## config.mk

```make
export PLATFORM = sky130hd
export DESIGN_NAME = bstp_tap
export DESIGN_NICKNAME = d
export VERILOG_FILES = /design/src/bstp_pkg.sv /design/src/bstp_fifo.sv /design/src/bstp_tap.sv
export SDC_FILE = /design/constraint.sdc
export NUM_CORES = 1
export LEC_CHECK = 0
export ABC_CLOCK_PERIOD_IN_PS = 2950
export BUFFER_PORTS_ARGS = -buffer_cell sky130_fd_sc_hd__buf_2
export CAP_MARGIN = 5
export CORE_UTILIZATION = 60
export CTS_CLUSTER_SIZE = 12
export DETAILED_ROUTE_END_ITERATION = 10
export PLACE_DENSITY_LB_ADDON = 0.25
export SLEW_MARGIN = 20
export SYNTH_ARGS = -nofsm -noshare
export SYNTH_HDL_FRONTEND = slang
export SYNTH_HIERARCHICAL = 1
export SYNTH_SLANG_ARGS = --single-unit
```

## constraint.sdc

```tcl
create_clock -name CLK -period 2.95 [get_ports CLK]
set_input_delay 0.59 -clock CLK [delete_from_list [all_inputs] [get_ports CLK]]
set_output_delay 0.59 -clock CLK [all_outputs]
set_load 0.01 [all_outputs]
```

## src/bstp_pkg.sv

```systemverilog
package bstp_pkg;

	// test port pins as sampled from the board
	typedef struct packed {
		logic tck;
		logic tms;
		logic tdi;
		logic trst_n;
	} bstp_tap_t;

	// tap controller states, standard encoding
	typedef enum logic [3:0] {
		ST_EXIT2_DR = 4'h0,
		ST_EXIT1_DR = 4'h1,
		ST_SHIFT_DR = 4'h2,
		ST_PAUSE_DR = 4'h3,
		ST_SEL_IR = 4'h4,
		ST_UPDATE_DR = 4'h5,
		ST_CAPTURE_DR = 4'h6,
		ST_SEL_DR = 4'h7,
		ST_EXIT2_IR = 4'h8,
		ST_EXIT1_IR = 4'h9,
		ST_SHIFT_IR = 4'ha,
		ST_PAUSE_IR = 4'hb,
		ST_IDLE = 4'hc,
		ST_UPDATE_IR = 4'hd,
		ST_CAPTURE_IR = 4'he,
		ST_RESET = 4'hf
	} bstp_state_t;

	localparam int IR_LEN = 10;
	localparam logic [IR_LEN-1:0] IR_EXTEST = 10'h000;
	localparam logic [IR_LEN-1:0] IR_SAMPLE = 10'h005;
	localparam logic [IR_LEN-1:0] IR_BYPASS = 10'h3ff;
	localparam logic [IR_LEN-1:0] IR_CONFIG_IO = 10'h00d;
	// serial configuration load
	localparam logic [IR_LEN-1:0] IR_CFG_LOAD = 10'h002;
	// fixed pattern captured into the instruction shifter
	localparam logic [IR_LEN-1:0] IR_CAPTURE = 10'h001;

	// boundary cells per pin and their order
	localparam int CELLS_PER_PIN = 3;
	localparam int CELL_IN = 0;
	localparam int CELL_OUT = 1;
	localparam int CELL_OE = 2;

	localparam int CFG_W = 8;
	localparam int CFG_DEPTH = 16;
	localparam logic IOSTD_RESET_BIT = 1'b0;

endpackage : bstp_pkg

```

## src/bstp_fifo.sv

```systemverilog
`timescale 1ns/1ns
module bstp_fifo #(
	parameter int WIDTH = 8,
	parameter int DEPTH = 16
) (
	// clock and reset
	input wire logic clk,
	input wire logic rst,
	// fill side
	input wire logic in_valid,
	output logic in_ready,
	input wire logic [WIDTH-1:0] in_data,
	// drain side
	output logic out_valid,
	input wire logic out_ready,
	output logic [WIDTH-1:0] out_data
);
	localparam int AW = (DEPTH > 1) ? $clog2(DEPTH) : 1;

	logic [WIDTH-1:0] mem [DEPTH];
	logic [AW-1:0] wr;
	logic [AW-1:0] rd;
	logic [AW:0] count;

	wire push = in_valid && in_ready;
	wire pop = out_valid && out_ready;
	wire [AW-1:0] next_wr = (wr == AW'(DEPTH - 1)) ? '0 : wr + 1'b1;
	wire [AW-1:0] next_rd = (rd == AW'(DEPTH - 1)) ? '0 : rd + 1'b1;
	wire [AW:0] next_count = count + (AW + 1)'(push) - (AW + 1)'(pop);
	// head after this edge; a word written into the head slot is forwarded
	wire [AW-1:0] next_head = pop ? next_rd : rd;
	wire [WIDTH-1:0] next_data = (push && (wr == next_head)) ? in_data : mem[next_head];

	assign in_ready = (count != (AW + 1)'(DEPTH));

	always_ff @(posedge clk) begin
		if (push) begin
			mem[wr] <= in_data;
		end
	end

	always_ff @(posedge clk) begin
		if (rst) begin
			wr <= '0;
			rd <= '0;
			count <= '0;
			out_valid <= 1'b0;
			out_data <= '0;
		end else begin
			if (push) wr <= next_wr;
			if (pop) rd <= next_rd;
			count <= next_count;
			// registered head keeps the drain side glitch free
			out_valid <= (next_count != '0);
			out_data <= next_data;
		end
	end

endmodule : bstp_fifo

```

## src/bstp_tap.sv

```systemverilog
`timescale 1ns/1ns
// Summary of operation
// - the test port, its sixteen-state controller and instruction handling follow the 1149.1a-1990 boundary-scan standard.
// - scan tests neither capture nor drive pins while configuration runs, and the controller must not try them then.
// - under the configuration-load instruction the shifted bitstream is packed into bytes and fed to the configuration engine.
// - under the I/O-configuration instruction the standard setting of every pin can be rewritten at any time.
// - sample/preload (00 0000 0101) captures pin values without disturbing the core and latches a pattern for later drive.
// - external test (00 0000 0000) drives the pins from the boundary register and captures input levels into it.
// - bypass (11 1111 1111) passes serial data through a 1-bit register, one test clock late, while the core runs on.
// - pin drivers stay off from reset until configuration has completed, except when the scan logic drives them.
// - the instruction register is ten bits and each code shifted in spans all ten bits.
// - once configuration has completed, an enabled bus-hold or pull-up wins over the high-impedance state that external test would leave.
module bstp_tap #(
	parameter int NPINS = 8,
	parameter int IOSTD_W = 4,
	parameter int FIFO_DEPTH = bstp_pkg::CFG_DEPTH
) (
	// clock and reset
	input wire logic CLK,
	input wire logic SYS_RST,
	// serial test port
	input wire bstp_pkg::bstp_tap_t TAP,
	output logic TDO,
	output logic TDO_OE,
	// device pins
	input wire logic [NPINS-1:0] PIN_IN,
	output logic [NPINS-1:0] PIN_OUT,
	output logic [NPINS-1:0] PIN_OE,
	output logic [NPINS-1:0] PIN_KEEP,
	output logic [NPINS*IOSTD_W-1:0] IO_STD,
	// user core side
	input wire logic [NPINS-1:0] CORE_OUT,
	input wire logic [NPINS-1:0] CORE_OE,
	input wire logic [NPINS-1:0] KEEP_EN,
	output logic [NPINS-1:0] CORE_IN,
	// configuration engine
	input wire logic CFG_BUSY,
	input wire logic CFG_DONE,
	output logic CFG_HOLD,
	output logic [bstp_pkg::CFG_W-1:0] CFG_DATA,
	output logic CFG_VALID,
	input wire logic CFG_READY
);
	localparam int BSR_LEN = NPINS * bstp_pkg::CELLS_PER_PIN;
	localparam int IOS_LEN = NPINS * IOSTD_W;
	localparam int CW = bstp_pkg::CFG_W;
	localparam int CNT_W = $clog2(CW);

	// two-flop synchronisers; the first stage feeds only the second
	bstp_pkg::bstp_tap_t tap_m;
	bstp_pkg::bstp_tap_t tap_s;
	logic tck_d;
	logic [NPINS-1:0] pin_m;
	logic [NPINS-1:0] pin_s;

	always_ff @(posedge CLK) begin
		if (SYS_RST) begin
			tap_m <= '0;
			tap_s <= '0;
			tck_d <= 1'b0;
			pin_m <= '0;
			pin_s <= '0;
		end else begin
			tap_m <= TAP;
			tap_s <= tap_m;
			tck_d <= tap_s.tck;
			pin_m <= PIN_IN;
			pin_s <= pin_m;
		end
	end

	wire tck_rise = tap_s.tck && !tck_d;
	wire tck_fall = !tap_s.tck && tck_d;
	wire trst = !tap_s.trst_n;

	function automatic bstp_pkg::bstp_state_t next_tap(input bstp_pkg::bstp_state_t s, input logic tms);
		case (s)
			bstp_pkg::ST_RESET: next_tap = tms ? bstp_pkg::ST_RESET : bstp_pkg::ST_IDLE;
			bstp_pkg::ST_IDLE: next_tap = tms ? bstp_pkg::ST_SEL_DR : bstp_pkg::ST_IDLE;
			bstp_pkg::ST_SEL_DR: next_tap = tms ? bstp_pkg::ST_SEL_IR : bstp_pkg::ST_CAPTURE_DR;
			bstp_pkg::ST_CAPTURE_DR: next_tap = tms ? bstp_pkg::ST_EXIT1_DR : bstp_pkg::ST_SHIFT_DR;
			bstp_pkg::ST_SHIFT_DR: next_tap = tms ? bstp_pkg::ST_EXIT1_DR : bstp_pkg::ST_SHIFT_DR;
			bstp_pkg::ST_EXIT1_DR: next_tap = tms ? bstp_pkg::ST_UPDATE_DR : bstp_pkg::ST_PAUSE_DR;
			bstp_pkg::ST_PAUSE_DR: next_tap = tms ? bstp_pkg::ST_EXIT2_DR : bstp_pkg::ST_PAUSE_DR;
			bstp_pkg::ST_EXIT2_DR: next_tap = tms ? bstp_pkg::ST_UPDATE_DR : bstp_pkg::ST_SHIFT_DR;
			bstp_pkg::ST_UPDATE_DR: next_tap = tms ? bstp_pkg::ST_SEL_DR : bstp_pkg::ST_IDLE;
			bstp_pkg::ST_SEL_IR: next_tap = tms ? bstp_pkg::ST_RESET : bstp_pkg::ST_CAPTURE_IR;
			bstp_pkg::ST_CAPTURE_IR: next_tap = tms ? bstp_pkg::ST_EXIT1_IR : bstp_pkg::ST_SHIFT_IR;
			bstp_pkg::ST_SHIFT_IR: next_tap = tms ? bstp_pkg::ST_EXIT1_IR : bstp_pkg::ST_SHIFT_IR;
			bstp_pkg::ST_EXIT1_IR: next_tap = tms ? bstp_pkg::ST_UPDATE_IR : bstp_pkg::ST_PAUSE_IR;
			bstp_pkg::ST_PAUSE_IR: next_tap = tms ? bstp_pkg::ST_EXIT2_IR : bstp_pkg::ST_PAUSE_IR;
			bstp_pkg::ST_EXIT2_IR: next_tap = tms ? bstp_pkg::ST_UPDATE_IR : bstp_pkg::ST_SHIFT_IR;
			bstp_pkg::ST_UPDATE_IR: next_tap = tms ? bstp_pkg::ST_SEL_DR : bstp_pkg::ST_IDLE;
			default: next_tap = bstp_pkg::ST_RESET;
		endcase
	endfunction : next_tap

	// capture image: pin level, core output value, core output enable per pin
	function automatic logic [BSR_LEN-1:0] pack_cells(input logic [NPINS-1:0] pin,
		input logic [NPINS-1:0] val, input logic [NPINS-1:0] oe);
		pack_cells = '0;
		for (int i = 0; i < NPINS; i++) begin
			pack_cells[i*bstp_pkg::CELLS_PER_PIN+bstp_pkg::CELL_IN] = pin[i];
			pack_cells[i*bstp_pkg::CELLS_PER_PIN+bstp_pkg::CELL_OUT] = val[i];
			pack_cells[i*bstp_pkg::CELLS_PER_PIN+bstp_pkg::CELL_OE] = oe[i];
		end
	endfunction : pack_cells

	bstp_pkg::bstp_state_t state;
	logic [bstp_pkg::IR_LEN-1:0] ir_sh;
	logic [bstp_pkg::IR_LEN-1:0] ir;
	logic bypass;
	logic [BSR_LEN-1:0] bsr;
	logic [BSR_LEN-1:0] bsr_upd;
	logic [IOS_LEN-1:0] ios_sh;
	logic [CW-1:0] cfg_sh;
	logic [CNT_W-1:0] cfg_cnt;
	logic cfg_pend;
	logic [CW-1:0] cfg_word;
	logic fifo_ready;

	// decoding of the active instruction
	wire sel_extest = (ir == bstp_pkg::IR_EXTEST);
	wire sel_sample = (ir == bstp_pkg::IR_SAMPLE);
	wire sel_bsr = sel_extest || sel_sample;
	wire sel_io = (ir == bstp_pkg::IR_CONFIG_IO);
	wire sel_cfg = (ir == bstp_pkg::IR_CFG_LOAD);
	wire scan_ok = !CFG_BUSY;
	wire ext_drive = sel_extest && scan_ok;
	wire rise_cap_dr = tck_rise && (state == bstp_pkg::ST_CAPTURE_DR);
	wire rise_sh_dr = tck_rise && (state == bstp_pkg::ST_SHIFT_DR);
	wire fall_upd_dr = tck_fall && (state == bstp_pkg::ST_UPDATE_DR);
	wire fall_upd_ir = tck_fall && (state == bstp_pkg::ST_UPDATE_IR);
	wire shifting = (state == bstp_pkg::ST_SHIFT_IR) || (state == bstp_pkg::ST_SHIFT_DR);
	wire cfg_full = rise_sh_dr && sel_cfg && !cfg_pend && (cfg_cnt == CNT_W'(CW - 1));
	wire tdo_src = (state == bstp_pkg::ST_SHIFT_IR) ? ir_sh[0] :
		sel_bsr ? bsr[0] : sel_io ? ios_sh[0] : bypass;
	wire [BSR_LEN-1:0] cap_img = pack_cells(pin_s, CORE_OUT, CORE_OE);

	// controller and instruction register
	always_ff @(posedge CLK) begin
		if (SYS_RST || trst) begin
			state <= bstp_pkg::ST_RESET;
			ir <= bstp_pkg::IR_BYPASS;
			ir_sh <= bstp_pkg::IR_CAPTURE;
		end else begin
			if (tck_rise) state <= next_tap(state, tap_s.tms);
			if (state == bstp_pkg::ST_RESET) ir <= bstp_pkg::IR_BYPASS;
			else if (fall_upd_ir) ir <= ir_sh;
			if (tck_rise && state == bstp_pkg::ST_CAPTURE_IR) ir_sh <= bstp_pkg::IR_CAPTURE;
			else if (tck_rise && state == bstp_pkg::ST_SHIFT_IR) ir_sh <= {tap_s.tdi, ir_sh[bstp_pkg::IR_LEN-1:1]};
		end
	end

	// data registers; boundary capture and update are held off while configuring
	always_ff @(posedge CLK) begin
		if (SYS_RST) begin
			bypass <= 1'b0;
			bsr <= '0;
			bsr_upd <= '0;
			ios_sh <= '0;
			IO_STD <= {IOS_LEN{bstp_pkg::IOSTD_RESET_BIT}};
		end else begin
			if (rise_cap_dr) bypass <= 1'b0;
			else if (rise_sh_dr) bypass <= tap_s.tdi;
			if (rise_cap_dr && sel_bsr && scan_ok) bsr <= cap_img;
			else if (rise_sh_dr && sel_bsr) bsr <= {tap_s.tdi, bsr[BSR_LEN-1:1]};
			if (fall_upd_dr && sel_bsr && scan_ok) bsr_upd <= bsr;
			if (rise_cap_dr && sel_io) ios_sh <= IO_STD;
			else if (rise_sh_dr && sel_io) ios_sh <= {tap_s.tdi, ios_sh[IOS_LEN-1:1]};
			if (fall_upd_dr && sel_io) IO_STD <= ios_sh;
		end
	end

	// serial output changes on the falling test clock edge
	always_ff @(posedge CLK) begin
		if (SYS_RST) begin
			TDO <= 1'b0;
			TDO_OE <= 1'b0;
		end else if (tck_fall) begin
			TDO <= tdo_src;
			TDO_OE <= shifting;
		end
	end

	// bitstream packing, lsb first; bits arriving while a byte waits are dropped
	always_ff @(posedge CLK) begin
		if (SYS_RST) begin
			cfg_sh <= '0;
			cfg_cnt <= '0;
			cfg_pend <= 1'b0;
			cfg_word <= '0;
		end else begin
			if (rise_sh_dr && sel_cfg && !cfg_pend) begin
				cfg_sh <= {tap_s.tdi, cfg_sh[CW-1:1]};
				cfg_cnt <= cfg_cnt + 1'b1;
			end
			if (cfg_full) begin
				cfg_word <= {tap_s.tdi, cfg_sh[CW-1:1]};
				cfg_pend <= 1'b1;
			end else if (fifo_ready) begin
				cfg_pend <= 1'b0;
			end
			if (rise_cap_dr) cfg_cnt <= '0;
		end
	end

	bstp_fifo #(
		.WIDTH(CW),
		.DEPTH(FIFO_DEPTH)
	) u_cfg_fifo (
		.clk(CLK),
		.rst(SYS_RST),
		.in_valid(cfg_pend),
		.in_ready(fifo_ready),
		.in_data(cfg_word),
		.out_valid(CFG_VALID),
		.out_ready(CFG_READY),
		.out_data(CFG_DATA)
	);

	// per-pin drive selection
	logic [NPINS-1:0] upd_out;
	logic [NPINS-1:0] upd_oe;
	for (genvar gi = 0; gi < NPINS; gi++) begin : g_cell
		assign upd_out[gi] = bsr_upd[gi*bstp_pkg::CELLS_PER_PIN+bstp_pkg::CELL_OUT];
		assign upd_oe[gi] = bsr_upd[gi*bstp_pkg::CELLS_PER_PIN+bstp_pkg::CELL_OE];
	end
	wire [NPINS-1:0] next_out = ext_drive ? upd_out : CORE_OUT;
	wire [NPINS-1:0] next_oe = ext_drive ? upd_oe : (CFG_DONE ? CORE_OE : '0);
	// hold circuits only exist once configured, so keeper follows CFG_DONE
	wire [NPINS-1:0] next_keep = KEEP_EN & ~next_oe & {NPINS{CFG_DONE}};

	always_ff @(posedge CLK) begin
		if (SYS_RST) begin
			PIN_OUT <= '0;
			PIN_OE <= '0;
			PIN_KEEP <= '0;
			CORE_IN <= '0;
			CFG_HOLD <= 1'b0;
		end else begin
			PIN_OUT <= next_out;
			PIN_OE <= next_oe;
			PIN_KEEP <= next_keep;
			CORE_IN <= pin_s;
			CFG_HOLD <= sel_io;
		end
	end
endmodule : bstp_tap

```

* Word-level counts from Yosys, hierarchy flattened
Memory sizes are Yosys's and may differ from the RTL's. A register that Yosys moved wholly into a read port is not among the register bits.
Cells that the tools add are included.
** Storage, ports and cells
- Bits in registers :: 231
- Latch bits :: 0
- Bits in writable memories :: 128
- ROM bits :: 0
- Input bits :: 41
- Output and inout port bits :: 76
- Word-level logic and storage cells :: 137
- Memories :: 1
** Memories
- u_cfg_fifo.mem :: words 16, width 8, read ports 1, clocked after Yosys merged registers in 1, wr ports 1, line bstp_fifo.sv:20 : logic [WIDTH-1:0] mem [DEPTH];
** Operators by class
- Add/subtract/negate cells :: 5
- Multiply operators :: 0
- Div/mod/pow operators :: 0
- Order comparisons :: 0
- Eq/ne operators :: 22
- Shift operators :: 0
- Muxes and demuxes :: 30
- Bitwise gates (word level) :: 3
- Reduce and logical (&&, ||, !) cells :: 42
** Operators with widths (number)
- 32-bit two-way mux :: 2
- 24-bit two-way mux :: 2
- 4-bit one-hot mux with 12 select lines :: 1
- 4-bit == test (second input constant) :: 10
- 8-bit two-way mux :: 3
- 1-bit logical AND :: 22
- 8-bit bitwise AND :: 2
- 4-bit by 3-bit == test with 1-bit output (second input constant) :: 4
- 4-bit two-way mux :: 4
- 2-bit two-way mux :: 6
- 3-bit two-way mux :: 4
- 10-bit by 2-bit == test with 1-bit output (second input constant) :: 1
- 10-bit by 3-bit == test with 1-bit output (second input constant) :: 1
- 10-bit by 4-bit == test with 1-bit output (second input constant) :: 1
- 10-bit zero test :: 1
- 2-bit OR reduction :: 5
- 4-bit by 1-bit adder with 4-bit output (second input constant) :: 2
- 4-bit by 2-bit == test with 1-bit output (second input constant) :: 2
- 1-bit two-way mux :: 8
- 8-bit NOT :: 1
- 2-bit nonzero test :: 3
- 5-bit by 1-bit adder with 5-bit output :: 1
- 1-bit zero test :: 5
- 5-bit inequality test (second input constant) :: 1
- other kinds (8) :: 10

* Longest topological paths before layout
- Depth after elaboration :: 7
- Mapped depth :: 17
- Gate-level depth less buffers :: 16

* By module
Netlist, hierarchy kept.
** Modules (own cells, without submodules)
- bstp_tap :: times used 1, cells an instance 929, area each 8373.0 µm², seq. area each 4164.0 µm²
- bstp_fifo :: times used 1, cells an instance 601, area each 7096.8 µm², seq. area each 4284.1 µm²

* Worst setup path before layout
No wires, ideal clock.
- Kind :: register -> register
- Start point :: register u_cfg_fifo.count[2]
- End point :: register u_cfg_fifo.out_valid
- Setup time :: 0.150 ns
- Arrival time :: 2.499 ns
- Required time :: 2.800 ns
- Slack :: 0.301 ns
- Cell stages (with the launch flop) :: 18
- Path buffers :: 1
- Clock period less this slack :: 2.649 ns
- Cell sequence :: dfxtp_1 > inv_1 > ha_1 > nand4bb_1 > and2_1 > clkbuf_1 > inv_1 > ha_1 > inv_1 > ha_1 > inv_1 > fa_1 > inv_1 > a21oi_1 > nor2_1 > nor2_1 > xnor2_1 > a41oi_1
** Between the ends
- Word-level cells in the longest chain between the ends :: 5
** RTL lines
- from (decl) :: line bstp_fifo.sv:23 : logic [AW:0] count;
- from (signal assigned) :: line bstp_fifo.sv:52 : count <= next_count;
- 5-bit inequality test :: line bstp_fifo.sv:34 : assign in_ready = (count != (AW + 1)'(DEPTH));
- via fifo_ready :: line bstp_tap.sv:120 : logic fifo_ready;
- 1-bit logical AND :: line bstp_fifo.sv:25 : wire push = in_valid && in_ready;
- 5-bit by 1-bit adder with 5-bit output :: line bstp_fifo.sv:29 : wire [AW:0] next_count = count + (AW + 1)'(push) - (AW + 1)'(pop);
- 5-bit by 1-bit subtractor with 5-bit output :: line bstp_fifo.sv:29
- 5-bit nonzero test :: line bstp_fifo.sv:54 : out_valid <= (next_count != '0);
- to (signal assigned) :: line bstp_fifo.sv:54
- to (decl) :: line bstp_fifo.sv:14 : output logic out_valid,
The timed path passes the listed nets, and every way through them passes these cells.
A chain may end at the register's enable or synchronous reset.

* Final worst setup path
- Start point :: register u_cfg_fifo.count[3]
- End point :: register u_cfg_fifo.out_valid
The elaborated chain is that of the path after synthesis.

==> metrics.yaml <==
layout:
  layout.nets: 1663
  seqCellArea_mm2: 0.00845
  drive_gt1_share_pct: 15.5
  fillers: 1953
  layout.cells.most_common: "dfxtp_1"
  final_cell_mix: "dfxtp_1, a21oi_1, edfxtp_1"
  insertedDiodeCount: 0
  design_area_mm2: 0.0175
  multi_input_area_mm2: 0.00641
  syn2layout_area_growth_pct: 13.0
clock_network:
  clockBufferDepth: 3
  clkLatencyLatePin_ns: 0.53
  postCtsHoldBufs: 0
  cts_sinks: 358
  cts_setup_buffers: 0
  post_cts_resized: 0
  htree_num_levels: 2
  clockRootBuffer: "clkbuf_16"
  cts_buffers: 38
  cts_tree: "built"
  clk_pin_slew_ns: 0.06
timing:
  setup_viol: 0
  finalMaxSlewViolations: 0
  worst_slack_ns: 0.225
  tightest_slew_ns: 1.08
  timing.fmax_mhz: 367
  worst_hold_slack_ns: 0.267
  slew_headroom_pct: 27.8
  grt_setup_unrepaired: "false"
  tns_ns: 0
  period_minus_slack_ns: 2.73
  fin_crit_sh_pct: 92.4
  fin_skew_ns: 0.0151
  hold_violations: 0
setup_path:
  cp-end-kind: "register"
  ff2ff_setup_slack_ns: 0.22
  critPathLaunchType: "register"
  crit_path_frequent_cell: "inv_1"
  path_max_fanout: 5
  critical-path-max-stage-delay_ns: 0.40
  rr_endpoint: "u_cfg_fifo/out_valid$_SDFF_PP0_"
  worstReg2RegStart: "u_cfg_fifo/count[3]$_SDFF_PP0_"
  cp.arrival_ns: 3.09
  ff2ff_path_depth: 16
  path_cells: "inv_1, ha_1, nand4bb_1, and2_1, inv_1, ha_1, inv_1, ha_1, inv_1, fa_1, inv_1, a21oi_1, nor2_1, nor2_1, xnor2_1, a41oi_1"
  crit_slowest_cell: "fa_1"
  worstSetupPathType: "reg2reg"
  required_ns: 3.31
power:
  power_density_mw_per_mm2: 626
  power_uw: 10900
  vdd_drop_max_mv: 0.494
  p_leak_uw: 0.00639
yosys:
  ys_types: 77
  synth-seq-area-share_pct: 54.6
  yosysWarnings: 6
  synthCells: 1530
  syn_area_mm2: 0.0155
  synth_fp_nets: 1585
  ys.flop_type: "dfxtp_1"
  ys_ff_latch: 358
  synth_enable_flop_cells: 128
  async_flop_share_pct: 0
  avgSynthCellArea_um2: 10.1
grt:
  grt_max_degree: 80
  grt_pass1_vias: 11762
  grt_pass1_wl_um: 62200
  gr-total-overflow: 0
  grt_use_total_pct: 29.5
  antenna_found_initial: 0
hold_path:
  min_to: "tap_m[3]$_SDFF_PP0_"
  min-delay-start: "TAP[3]"
  min_path_cells: 2
  hold_class: "in2reg"
status:
  outcome: "complete, no violations"
routing:
  drtAntennaViolNets: 0
  avgRoutedWirePerCell_um: 19.9
  drc: 0
  firstDrtPassIters: 6
  routed_wl_um: 39000
  dr_total_vias: 12585
  detail_route.vias_per_cell: 6.41
  drtIter0Drc: 1383
run:
  max_cap_violations: 0
floorplanning:
  die_w_um: 163
  fp.dieH_um: 163
  initial_core_util_pct: 61.3
  core_area_mm2: 0.0253
  ios: 117
  num_rows: 58
  die-area_mm2: 0.0264
placement:
  globalplace.congestion: 1.02
  dp_slack_ns: 0.262
  port_buffers: 116
  place_area_mm2: 0.0163
  dp_hpwl_um: 24900
## area by class of cell
class | count | area share, %
Sequential cell | 358 | 48.3
Clock buffer | 58 | 6.28
Inverter | 19 | 0.408
Multi-Input combinational cell | 1025 | 36.7
Timing Repair Buffer | 166 | 5.58
Clock inverter | 7 | 0.344
Tap cell | 330 | 2.36
## synth_stat cells, types with 7 or more instances
master,number,share of area (%)
dfxtp_1,230,30
a21oi_1,141,4.6
edfxtp_1,128,25
nand3_1,102,3.3
nand2_1,100,2.4
clkbuf_1,93,2.3
o21ai_0,93,3.0
mux2i_1,79,5.1
nor2_1,62,1.5
nor3_1,58,1.9
nor2b_1,43,1.7
a211oi_1,41,2.0
nand2b_1,37,1.5
nor4_1,25,1.0
a31oi_1,24,0.97
nand4_1,24,0.97
buf_2,20,0.65
o211ai_1,19,0.92
inv_1,18,0.44
and3_1,17,0.69
a22oi_1,15,0.73
ha_1,13,1.1
and4_1,10,0.57
a311oi_2,8,0.78
o31ai_1,8,0.39
xnor2_1,8,0.45
a221o_1,7,0.45
buf_4,7,0.34
o2111ai_1,7,0.40
o2bb2ai_1,7,0.40
## sequential cells by signal, summed over array words and instances (netlist names), 10 cells and up
signal          cells
bsr                24
bsr_upd            16
ir_sh              10
ios_sh             32
IO_STD             32
ir                 10
u_cfg_fifo/mem    128
## metal layers
layer | vias to the layer above | routed length [µm] | track usage (%)
met1 | 6039 | 16200 | 40.0
met3 | 100 | 3250 | 4.74
met4 | 0 | 1300 | 11.9
met2 | 625 | 18200 | 47.3
li1 | 5821 | - | -
met5 | - | 0 | 0
## report_power, final
group | internal, µW | switching, µW | total (µW)
sequential | 5170 | 57.5 | 5230
combinational | 494 | 772 | 1270
clock | 2570 | 1890 | 4460
## worst max-delay path by stage
stage / to / startpoint
detailed placement: u_cfg_fifo/out_valid$_SDFF_PP0_ / u_cfg_fifo/count[3]$_SDFF_PP0_
floorplan: u_cfg_fifo/out_valid$_SDFF_PP0_ / u_cfg_fifo/count[2]$_SDFF_PP0_
global placement: u_cfg_fifo/out_data[6]$_SDFF_PP0_ / CFG_READY
global route: u_cfg_fifo/out_valid$_SDFF_PP0_ / u_cfg_fifo/count[2]$_SDFF_PP0_
CTS: u_cfg_fifo/out_valid$_SDFF_PP0_ / u_cfg_fifo/count[3]$_SDFF_PP0_
finish: u_cfg_fifo/out_valid$_SDFF_PP0_ / u_cfg_fifo/count[3]$_SDFF_PP0_
## metrics by stage
step | utilization (%) | cells
3_3_place_gp | 64.6 | 1898
5_1_grt | 69.2 | 1963
3_5_place_dp | 64.6 | 1898
2_1_floorplan | - | 1530
4_1_cts | 69.2 | 1963
6_report | 69.2 | 1963
## worst max-delay path, delay by kind of cell, from the launching register on
| kind | cells | cell delay (ns) |
|---|---|---|
| adder cells (fa/ha/maj) | 4 | 1.04 |
| AND/OR/NAND/NOR | 4 | 0.45 |
| flip-flops | 1 | 0.36 |
| buffers and inverters | 5 | 0.35 |
| AO/OA/AOI/OAI | 2 | 0.19 |
| XOR/XNOR | 1 | 0.19 |
## logic make-up (layout without fill, tap and decap cells)
kind of cell / after synthesis / count (layout) / share of synthesized area, %
buffers and inverters: 147 / 250 / 4.12
AO/OA/AOI/OAI: 407 / 407 / 16.7
flip-flops: 358 / 358 / 54.6
AND/OR/NAND/NOR: 514 / 514 / 17.6
XOR/XNOR: 11 / 11 / 0.712
adder cells (fa/ha/maj): 14 / 14 / 1.18
multiplexers: 79 / 79 / 5.11
Note: power is estimated with default switching activity, not from simulation.
